==> src/inc/amm_regs.svh <==
// Offsets, field positions, reset values and timing counts of the min/max tracker.
// Assumes inclusion from the package and the testbench only.
`ifndef AMM_REGS_SVH
`define AMM_REGS_SVH

// Register byte addresses
`define AMM_CTRL_OFS        12'h000
`define AMM_LOWER_OFS       12'h004
`define AMM_UPPER_OFS       12'h008
`define AMM_RESULT_OFS      12'h00C
`define AMM_EXTREME_OFS     12'h010

// Control fields
`define AMM_CTRL_MODE_LSB   0
`define AMM_CTRL_MODE_MSB   1
`define AMM_CTRL_ZERO_BIT   2
`define AMM_CTRL_REF_BIT    3

// Extreme register fields
`define AMM_EXT_MIN_LSB     0
`define AMM_EXT_MAX_LSB     16

// Reset values
`define AMM_CTRL_RST        4'h0
`define AMM_LOWER_RST       10'h000
`define AMM_UPPER_RST       10'h3E8

// Analogue full scale
`define AMM_FULL_SCALE      10'h3E8

// Program cycle timing
`define AMM_CLK_NS          20
`define AMM_SCAN_NS         1000
`define AMM_SCAN_CYC        ((`AMM_SCAN_NS) / (`AMM_CLK_NS))

`endif

==> src/inc/amm_pkg.sv <==
// Types shared by the min/max tracker.
// Assumes amm_regs.svh is on the include path.
`include "amm_regs.svh"

package amm_pkg;

    typedef logic [9:0] amm_val_t;

    typedef enum logic [1:0] {
        AMM_MODE_MIN  = 2'h0,
        AMM_MODE_MAX  = 2'h1,
        AMM_MODE_SEL  = 2'h2,
        AMM_MODE_PASS = 2'h3
    } amm_mode_t;

    typedef struct packed {
        logic [5:0] scan_cnt;
        logic       scan_tick;
        amm_mode_t  mode;
        logic       zero_on_disable;
        logic       mode_from_block;
        amm_val_t   lower;
        amm_val_t   upper;
        amm_val_t   result;
        amm_val_t   min_val;
        amm_val_t   max_val;
        logic       have_sample;
        logic       select_last;
        logic [31:0] prdata;
    } amm_state_t;

endpackage : amm_pkg

==> src/rtl/amm_tracker.sv <==
// Analogue min/max tracker with limit clamp, APB register slave.
// Assumes analog_source, block_enable and extreme_select come from logic on clk.
//
// Notes on behaviour
// - Reset-on-disable chosen and enable low: result goes to zero.
// - Reset-on-disable not chosen and enable low: result holds.
// - Enable high: result follows mode and select, either option.
// - Mode zero: result shows tracked minimum.
// - Mode one: result shows tracked maximum.
// - Mode two: select low gives minimum, select high gives maximum.
// - Mode three or block-referenced mode: input passes straight through.
// - Result below lower limit is replaced by lower limit, or by upper limit if upper is below lower.
// - Result above upper limit is replaced by upper limit.
// - Mode two: select rising edge picks maximum, falling edge minimum.
// - Mode is two bits, values zero to three; scale runs 0 to 1000.
`timescale 1ns/1ps

module amm_tracker
    import amm_pkg::*;
(
    input  wire logic        clk,
    input  wire logic        arst_n,
    input  wire logic        psel,
    input  wire logic        penable,
    input  wire logic        pwrite,
    input  wire logic [11:0] paddr,
    input  wire logic [31:0] pwdata,
    output logic [31:0]      prdata,
    output logic             pready,
    output logic             pslverr,
    input  wire logic [9:0]  analog_source,
    input  wire logic        block_enable,
    input  wire logic        extreme_select,
    output logic [9:0]       analog_result
);

    ////////////////////////////////////////////////////////////////////////////
    // Reset release

    logic [1:0] rst_sync;
    logic       rst_n;

    always_ff @(posedge clk or negedge arst_n) begin
        if (!arst_n) begin
            rst_sync <= 2'h0;
        end else begin
            rst_sync <= {rst_sync[0], 1'b1};
        end
    end

    assign rst_n = rst_sync[1];

    ////////////////////////////////////////////////////////////////////////////
    // Helpers

    // Lower limit first, so an upper limit below the lower one wins
    function automatic amm_val_t amm_clamp(input amm_val_t v, input amm_val_t lo, input amm_val_t hi);
        amm_val_t t;
        t = (v < lo) ? lo : v;
        t = (t > hi) ? hi : t;
        return t;
    endfunction : amm_clamp

    function automatic amm_val_t amm_scale(input logic [31:0] w);
        return (w[9:0] > `AMM_FULL_SCALE || w[31:10] != 22'h0) ? `AMM_FULL_SCALE : w[9:0];
    endfunction : amm_scale

    ////////////////////////////////////////////////////////////////////////////
    // State

    amm_state_t st_reg;
    amm_state_t st_next;
    amm_val_t   src;
    amm_val_t   new_min;
    amm_val_t   new_max;
    amm_val_t   pick;
    logic       setup;
    logic       wr_en;
    logic       hit;

    assign src     = amm_scale({22'h0, analog_source});
    assign setup   = psel && !penable;
    assign wr_en   = psel && penable && pwrite;
    assign hit     = (paddr == `AMM_CTRL_OFS) || (paddr == `AMM_LOWER_OFS) || (paddr == `AMM_UPPER_OFS) ||
                     (paddr == `AMM_RESULT_OFS) || (paddr == `AMM_EXTREME_OFS);
    assign pready  = psel && penable;
    assign pslverr = psel && penable && !hit;

    always_comb begin
        st_next = st_reg;
        // Program cycle divider
        st_next.scan_tick = 1'b0;
        if (st_reg.scan_cnt == 6'(`AMM_SCAN_CYC - 1)) begin
            st_next.scan_cnt  = 6'h0;
            st_next.scan_tick = 1'b1;
        end else begin
            st_next.scan_cnt = st_reg.scan_cnt + 6'h1;
        end

        // First sample seeds both extremes
        new_min = (!st_reg.have_sample || src < st_reg.min_val) ? src : st_reg.min_val;
        new_max = (!st_reg.have_sample || src > st_reg.max_val) ? src : st_reg.max_val;

        // Level of select equals the state its last edge chose
        case (st_reg.mode)
            AMM_MODE_MIN:  pick = new_min;
            AMM_MODE_MAX:  pick = new_max;
            AMM_MODE_SEL:  pick = extreme_select ? new_max : new_min;
            default:       pick = src;
        endcase
        if (st_reg.mode_from_block) begin
            pick = src;
        end

        if (st_reg.scan_tick) begin
            st_next.select_last = extreme_select;
            if (block_enable) begin
                st_next.min_val     = new_min;
                st_next.max_val     = new_max;
                st_next.have_sample = 1'b1;
                st_next.result      = amm_clamp(pick, st_reg.lower, st_reg.upper);
            end else if (st_reg.zero_on_disable) begin
                st_next.result      = 10'h000;
                st_next.min_val     = 10'h000;
                st_next.max_val     = 10'h000;
                st_next.have_sample = 1'b0;
            end
            // Otherwise result and extremes hold
        end

        // APB writes take effect in the access phase
        if (wr_en) begin
            if (paddr == `AMM_CTRL_OFS) begin
                st_next.mode            = amm_mode_t'(pwdata[`AMM_CTRL_MODE_MSB:`AMM_CTRL_MODE_LSB]);
                st_next.zero_on_disable = pwdata[`AMM_CTRL_ZERO_BIT];
                st_next.mode_from_block = pwdata[`AMM_CTRL_REF_BIT];
            end else if (paddr == `AMM_LOWER_OFS) begin
                st_next.lower = amm_scale(pwdata);
            end else if (paddr == `AMM_UPPER_OFS) begin
                st_next.upper = amm_scale(pwdata);
            end
        end

        // Read data is latched in the setup phase and held through access
        if (setup) begin
            if (paddr == `AMM_CTRL_OFS) begin
                st_next.prdata = {28'h0, st_reg.mode_from_block, st_reg.zero_on_disable, st_reg.mode};
            end else if (paddr == `AMM_LOWER_OFS) begin
                st_next.prdata = {22'h0, st_reg.lower};
            end else if (paddr == `AMM_UPPER_OFS) begin
                st_next.prdata = {22'h0, st_reg.upper};
            end else if (paddr == `AMM_RESULT_OFS) begin
                st_next.prdata = {22'h0, st_reg.result};
            end else if (paddr == `AMM_EXTREME_OFS) begin
                st_next.prdata = {6'h0, st_reg.max_val, 6'h0, st_reg.min_val};
            end else begin
                st_next.prdata = 32'h0;
            end
        end
    end

    always_ff @(posedge clk or negedge rst_n) begin
        if (!rst_n) begin
            st_reg                 <= '0;
            st_reg.mode            <= amm_mode_t'(2'(`AMM_CTRL_RST));
            st_reg.lower           <= `AMM_LOWER_RST;
            st_reg.upper           <= `AMM_UPPER_RST;
        end else begin
            st_reg <= st_next;
        end
    end

    assign prdata        = st_reg.prdata;
    assign analog_result = st_reg.result;

    ////////////////////////////////////////////////////////////////////////////
    // Checks

    a_disable_zero: assert property (@(posedge clk) disable iff (!rst_n)
        st_reg.scan_tick && !block_enable && st_reg.zero_on_disable |=> analog_result == 10'h000)
        else $error("result not zeroed on disable");

    a_disable_hold: assert property (@(posedge clk) disable iff (!rst_n)
        st_reg.scan_tick && !block_enable && !st_reg.zero_on_disable |=> $stable(analog_result))
        else $error("result moved while disabled");

    a_mode_min: assert property (@(posedge clk) disable iff (!rst_n)
        st_reg.scan_tick && block_enable && !wr_en && st_reg.mode == AMM_MODE_MIN && !st_reg.mode_from_block
        |=> analog_result == amm_clamp(st_reg.min_val, st_reg.lower, st_reg.upper))
        else $error("mode zero result is not the minimum");

    a_mode_max: assert property (@(posedge clk) disable iff (!rst_n)
        st_reg.scan_tick && block_enable && !wr_en && st_reg.mode == AMM_MODE_MAX && !st_reg.mode_from_block
        |=> analog_result == amm_clamp(st_reg.max_val, st_reg.lower, st_reg.upper))
        else $error("mode one result is not the maximum");

    a_mode_select: assert property (@(posedge clk) disable iff (!rst_n)
        st_reg.scan_tick && block_enable && !wr_en && st_reg.mode == AMM_MODE_SEL && !st_reg.mode_from_block
        |=> analog_result == amm_clamp(st_reg.select_last ? st_reg.max_val : st_reg.min_val,
                                       st_reg.lower, st_reg.upper))
        else $error("mode two result does not follow select");

    a_pass_through: assert property (@(posedge clk) disable iff (!rst_n)
        st_reg.scan_tick && block_enable && !wr_en && (st_reg.mode == AMM_MODE_PASS || st_reg.mode_from_block)
        |=> analog_result == amm_clamp($past(src), st_reg.lower, st_reg.upper))
        else $error("pass mode result is not the input");

    a_limit_low: assert property (@(posedge clk) disable iff (!rst_n)
        st_reg.scan_tick && block_enable && !wr_en && st_reg.lower <= st_reg.upper
        |=> analog_result >= st_reg.lower)
        else $error("result below lower limit");

    a_limit_high: assert property (@(posedge clk) disable iff (!rst_n)
        st_reg.scan_tick && block_enable && !wr_en |=> analog_result <= st_reg.upper)
        else $error("result above upper limit");

    a_scale_range: assert property (@(posedge clk) disable iff (!rst_n)
        analog_result <= `AMM_FULL_SCALE && st_reg.upper <= `AMM_FULL_SCALE)
        else $error("value beyond full scale");

    a_extreme_order: assert property (@(posedge clk) disable iff (!rst_n)
        st_reg.have_sample |-> st_reg.min_val <= st_reg.max_val)
        else $error("minimum above maximum");

    a_tick_spacing: assert property (@(posedge clk) disable iff (!rst_n)
        st_reg.scan_tick |=> !st_reg.scan_tick [*8])
        else $error("program cycles too close");

    a_rise_to_max: assert property (@(posedge clk) disable iff (!rst_n)
        st_reg.scan_tick && block_enable && !wr_en && st_reg.mode == AMM_MODE_SEL && !st_reg.mode_from_block
        && extreme_select && !st_reg.select_last
        |=> analog_result == amm_clamp(st_reg.max_val, st_reg.lower, st_reg.upper))
        else $error("rising select did not pick maximum");

    a_fall_to_min: assert property (@(posedge clk) disable iff (!rst_n)
        st_reg.scan_tick && block_enable && !wr_en && st_reg.mode == AMM_MODE_SEL && !st_reg.mode_from_block
        && !extreme_select && st_reg.select_last
        |=> analog_result == amm_clamp(st_reg.min_val, st_reg.lower, st_reg.upper))
        else $error("falling select did not pick minimum");

endmodule : amm_tracker

==> config.mk <==
export PLATFORM = sky130hd
export DESIGN_NAME = amm_tracker
export DESIGN_NICKNAME = d
export VERILOG_FILES = /design/src/inc/amm_pkg.sv /design/src/rtl/amm_tracker.sv
export VERILOG_INCLUDE_DIRS = /design/src /design/src/inc
export SDC_FILE = /design/constraint.sdc
export NUM_CORES = 1
export LEC_CHECK = 0
export BUFFER_PORTS_ARGS = -buffer_cell sky130_fd_sc_hd__buf_2
export CAP_MARGIN = 25
export CORE_MARGIN = 3
export CORE_UTILIZATION = 61
export DETAILED_ROUTE_END_ITERATION = 10
export PLACE_DENSITY = 0.86
export SYNTH_ARGS = -nofsm -noshare
export SYNTH_HDL_FRONTEND = slang
export SYNTH_SLANG_ARGS = --single-unit
==> constraint.sdc <==
create_clock -name clk -period 4 [get_ports clk]
set_input_delay 0.2 -clock clk [delete_from_list [all_inputs] [get_ports clk]]
set_output_delay 0.2 -clock clk [all_outputs]
set_load 0.05 [all_outputs]
; ---- After elaboration in Yosys (flattened, before gate mapping)
; Index checks and enable logic that the tools add are counted.
; W data, S select, Z words.
[totals]
register_bits = 96
latch_bits = 0
mem_bits_rw = 0
romBits = 0
input_bits = 61
out_inout_bits = 44
word_cells = 69
mem_count = 0
[classes]
addsub = 1
multipliers = 0
n_div = 0
magnitude_cmp = 6
n_eq_ne = 7
shift = 0
n_mux = 18
bitwise = 2
reduce_logical = 22
[ops]
columns = op, n
row1 = $mux W26, 5
row2 = $mux W10, 8
row3 = $mux W31, 2
row4 = $pmux W10 S3, 1
row5 = $eq A12 B4 Y1 const B, 2
row6 = $reduce_bool A22 Y1, 1
row7 = $gt A10 B10 Y1, 2
row8 = $gt A10 B10 Y1 const B, 2
row9 = $lt A10 B10 Y1, 2
row10 = $eq A12 B3 Y1 const B, 1
row11 = $eq A12 B5 Y1 const B, 1
row12 = $logic_not A12 Y1, 1
row13 = $logic_or A1 B1 Y1, 7
row14 = $add A6 B1 Y6 const B, 1
row15 = $eq A6 B6 Y1 const B, 1
row16 = $mux W6, 1
row17 = $logic_and A1 B1 Y1, 4
row18 = $reduce_and A2 Y1, 2
row19 = $reduce_and A4 Y1, 1
row20 = $logic_not A1 Y1, 3
row21 = $reduce_and A3 Y1, 1
row22 = $eq A2 B1 Y1 const B, 1
row23 = $eq A2 B2 Y1 const B, 1
row24 = $logic_not A2 Y1, 1
row25 = 3 further kinds, 4

; ---- Depth between registers and ports, before layout
[logic_depth]
depth_word = 13
ltp_mapped = 32
depth_no_buf = 29

; ---- Worst setup path before layout
; OpenSTA, ideal clock, no wires.
[synth_path]
path_kind = input -> register
from = in analog_source[5]
to = reg st_reg (netlist bit analog_result[2])
setup_time_ns = 0.096
arrival_ns = 6.369
required_time_ns = 3.904
setup_slack_ns = -2.465
path_stages = 27
n_path_buf = 0
cell_sequence = nand3_2 -> or2_2 -> and2_1 -> ha_1 -> a21o_1 -> a31o_1 -> a2111o_1 -> o21ai_4 -> o221ai_2 -> a222oi_1 -> ha_1 -> a2111oi_0 -> nand2_1 -> o22ai_1 -> o31ai_1 -> a21oi_1 -> a41oi_4 -> mux2_4 -> ha_1 -> nor2b_1 -> o21a_1 -> o21a_1 -> o21ai_0 -> a211oi_1 -> o41ai_1 -> nand2_1 -> o31ai_1
[synth_between]
elab_chain_len = 13
word_cells_on_any_way = 16
classes_between = order compare: 5 / mux: 9 / reduce/logical: 2
[synth_lines]
columns = element, line
row1 = start: declaration, amm_tracker.sv:31  ; input wire logic [9:0] analog_source,
row2 = $gt A10 B10 Y1 (no line), n/a
row3 = $mux W10 *, amm_tracker.sv:65  ; return (w[9:0] > `AMM_FULL_SCALE || w[31:10] != 22'h0) ? `AMM_FULL_SCALE : w[9:0];
row4 = $lt A10 B10 Y1 or $gt A10 B10 Y1 (tied branches), "amm_tracker.sv:101, amm_tracker.sv:102"
row5 = "$logic_or A1 B1 Y1, on equally long branches", "amm_tracker.sv:101, amm_tracker.sv:102"
row6 = "$mux W10, on equally long branches", "amm_tracker.sv:101, amm_tracker.sv:102"
row7 = $mux W10, amm_tracker.sv:108  ; AMM_MODE_SEL: pick = extreme_select ? new_max : new_min;
row8 = $pmux W10 S3, amm_tracker.sv:105  ; case (st_reg.mode)
row9 = $mux W10 *, amm_tracker.sv:111  ; if (st_reg.mode_from_block) begin
row10 = $lt A10 B10 Y1, amm_tracker.sv:59  ; t = (v < lo) ? lo : v;
row11 = $mux W10 *, amm_tracker.sv:59
row12 = $gt A10 B10 Y1, amm_tracker.sv:60  ; t = (t > hi) ? hi : t;
row13 = $mux W10 *, amm_tracker.sv:60
row14 = $mux W31 *, amm_tracker.sv:117  ; if (block_enable) begin
row15 = end signal: assignment, amm_tracker.sv:169  ; st_reg <= st_next;
row16 = end: declaration, amm_tracker.sv:71  ; amm_state_t st_reg;
; Every way passes the cells marked *; elsewhere a longest branch is shown, timed or not.
; A chain may end at the register's enable or synchronous reset.

; ---- Worst setup path in the final report
[layout_path]
from = in analog_source[6]
to = reg st_reg (netlist bit analog_result[7])
; The elaborated chain is that of the path after synthesis.

==> results.yml <==
setup_path:
  reg2reg_from: "st_reg[37]"
  critPathRequiredTime_ps: 4260
  cp_max_fo: 5
  end_kind: "flop"
  path_buf_inv: 7
  cp_slowest_cell: "a222oi_1"
  cp.arrival_ps: 6330
  worstSetupPathType: "in -> reg"
  crit_family: "compound AO/OA/AOI/OAI gates"
  crit_start: "analog_source[6]"
  startpoint_type: "input port"
  critical-path-max-stage-delay_ps: 450
timing:
  timing.final.crit_share_pct: 152
  setup_tns_ps: -20040
  layout_setup_ws_ps: -2070
  setup_viol: 10
  fmax_mhz: 165
  slew_headroom_pct: 55.2
  tightest_slew_ps: 670
  finalClockSkew_ps: 13.9
  finalHoldViolations: 0
  fin_hold_ws_ps: 91.9
  slew_violations: 0
  period_needed_ps: 6070
  grt_setup_unrepaired: "yes"
clock_tree:
  cts_sinks: 84
  cts_tree: "yes"
  root_buffer: "clkbuf_8"
  cts_made_buffers: 9
  htreeDepth: 3
  cts_max_path_buffers: 2
  path_clk_slew_ps: 90
  clk_latency_ps: 370
floorplan:
  fp.dieH_um: 103
  initial_utilization_pct: 64.1
  die_area_sq_mm: 0.0106
  ioPinCount: 105
  core_area_sq_mm: 0.00893
  die_x_um: 103
  rows: 34
drt:
  route.detailed.drc: 0
  antenna_left: 0
  wl_per_cell_um: 19.5
  vias: 6003
  viasPerCell: 6.25
  drtIter0Drc: 549
  drt_pass1_iterations: 7
  drt_wl_total_um: 18700
min_path:
  hold_path_class: "in -> reg"
  min-delay-start: "pwdata[2]"
yosys:
  synth_edf_count: 0
  synth_common_cells: "nand2_1 (99), dfrtp_1 (78), o21ai_0 (63), inv_1 (57), nor2_1 (46)"
  synth_area_leader_cell: "dfrtp_1"
  synth_top_area_share_pct: 34.1
  synth_most_common_cell: "nand2_1"
  ys.flop_type: "dfrtp_1"
  ys_top_cells_by_area: "dfrtp_1 (34%), ha_1 (8.3%), nand2_1 (6.5%)"
  synth-seq-cells: 84
  ys_warn_count: 0
  syn_area_sq_mm: 0.00573
  syn_avg_cell_area_sq_um: 8.52
  synthCells: 672
  synth_cell_types: 63
  postSynth.asyncResetShare_pct: 100
  ys_seq_area_share_pct: 36.8
status:
  violations: "negative setup slack"
  status: "finished with violations"
run:
  maxCapViolCount: 0
finish:
  largest_reg_flops: 52
  fin_util_pct: 83.0
  area_growth_pct: 29.5
  fin_nets: 946
  final_layout_size_suffix_gt1_share_pct: 35.6
  diodes: 0
global_route:
  grt_pass1_vias: 5924
  grt_max_degree: 83
  grt_pass1_wl_um: 29500
  grtUsageTotal_pct: 36.2
  grt-ovfl-total: 0
  grt_antenna_before_repair: 0
placed_design:
  numPortBuffers: 92
  routabilityCongestion: 0.984
  hpwl_um: 13700
power_and_ir_drop:
  ir_drop_mv: 0.168
  leakage_nw: 3.56
  power.density_mw_per_mm2: 280
  power_mw: 2.07
==> metrics by stage <==
stage	std cells	area (sq um)	worst slack, ps
finish	960	7420	-2070
global route	960	7420	-2300
CTS	955	7310	-1890
detailed placement	925	6860	-2470
global placement	924	6850	-2180
floorplan	683	5840	-1920
==> cell usage in the layout, fill, tap and decap left out, types with 9 or more instances in the layout <==
master / n
a21oi_1: 18
o211ai_1: 9
buf_2: 89
o21ai_0: 61
buf_4: 126
nor2_1: 44
ha_1: 33
a22o_1: 17
nand3_1: 14
conb_1: 13
dfrtp_1: 77
clkbuf_8: 10
inv_1: 56
nand2_1: 97
==> final timing paths <==
| check | endpoint | slack, ps | cells past startpoint |
|---|---|---|---|
| min in group asynchronous | rst_sync[1] | 120 | 2 |
| worst min-delay path | st_reg[85] | 90 | 2 |
| worst max-delay path | analog_result[7] | -2070 | 33 |
| worst min register to register | prdata[6] | 310 | 0 |
| worst max register to register | analog_result[7] | -2010 | 28 |
| max in group asynchronous | st_reg[73] | 3020 | 1 |
==> logic make-up (layout without fill, tap and decap cells) <==
| family | after synthesis | after routing | share of synthesized area [%] |
|---|---|---|---|
| flops | 84 | 84 | 36.8 |
| other cells | 2 | 13 | 0.131 |
| simple gates | 211 | 211 | 16.6 |
| buf+inv | 130 | 298 | 11.3 |
| xor+xnor | 3 | 3 | 0.459 |
| mux | 16 | 16 | 3.19 |
| compound gates | 188 | 189 | 23.2 |
| fa+ha+maj | 38 | 38 | 8.30 |
==> layer usage <==
layer	vias to the layer above	global-route usage, %	routed length, um
met1	2811	46.7	7230
met2	402	57.3	8500
met5	-	0	0
met3	107	8.80	2120
li1	2683	-	-
met4	0	16.9	856
==> cell type report <==
type / count / area, sq um
tap: 108 / 135
fill: 589 / 1520
sequential: 84 / 2110
multi-input combinational: 470 / 3220
timing repair buffer: 224 / 1500
clock buffer: 11 / 141
inverter: 58 / 218
clock inverter: 5 / 83.8
==> worst register-to-register path: cells and delay by family (launching register included) <==
kind	cells	cell delay, ps
compound gates	17	3660
fa+ha+maj	3	680
buf+inv	5	600
flops	1	400
mux	1	350
simple gates	2	220
==> power breakdown <==
part           switching, mW  internal, mW
Sequential           0.00791         0.850
Clock                  0.316         0.371
Combinational          0.286         0.243
Total                  0.609          1.46
==> timing repair <==
item / 4_1_cts / 5_1_grt
pin swaps: 34 / 14
hold endpoints to repair: 2 / 0
gates resized for setup: 22 / 14
hold buffers: 1 / 0
setup endpoints to repair: 10 / 10
setup buffers: 12 / 4
cloned: 1 / 0
No activity file was read; power rests on OpenSTA's default activity.
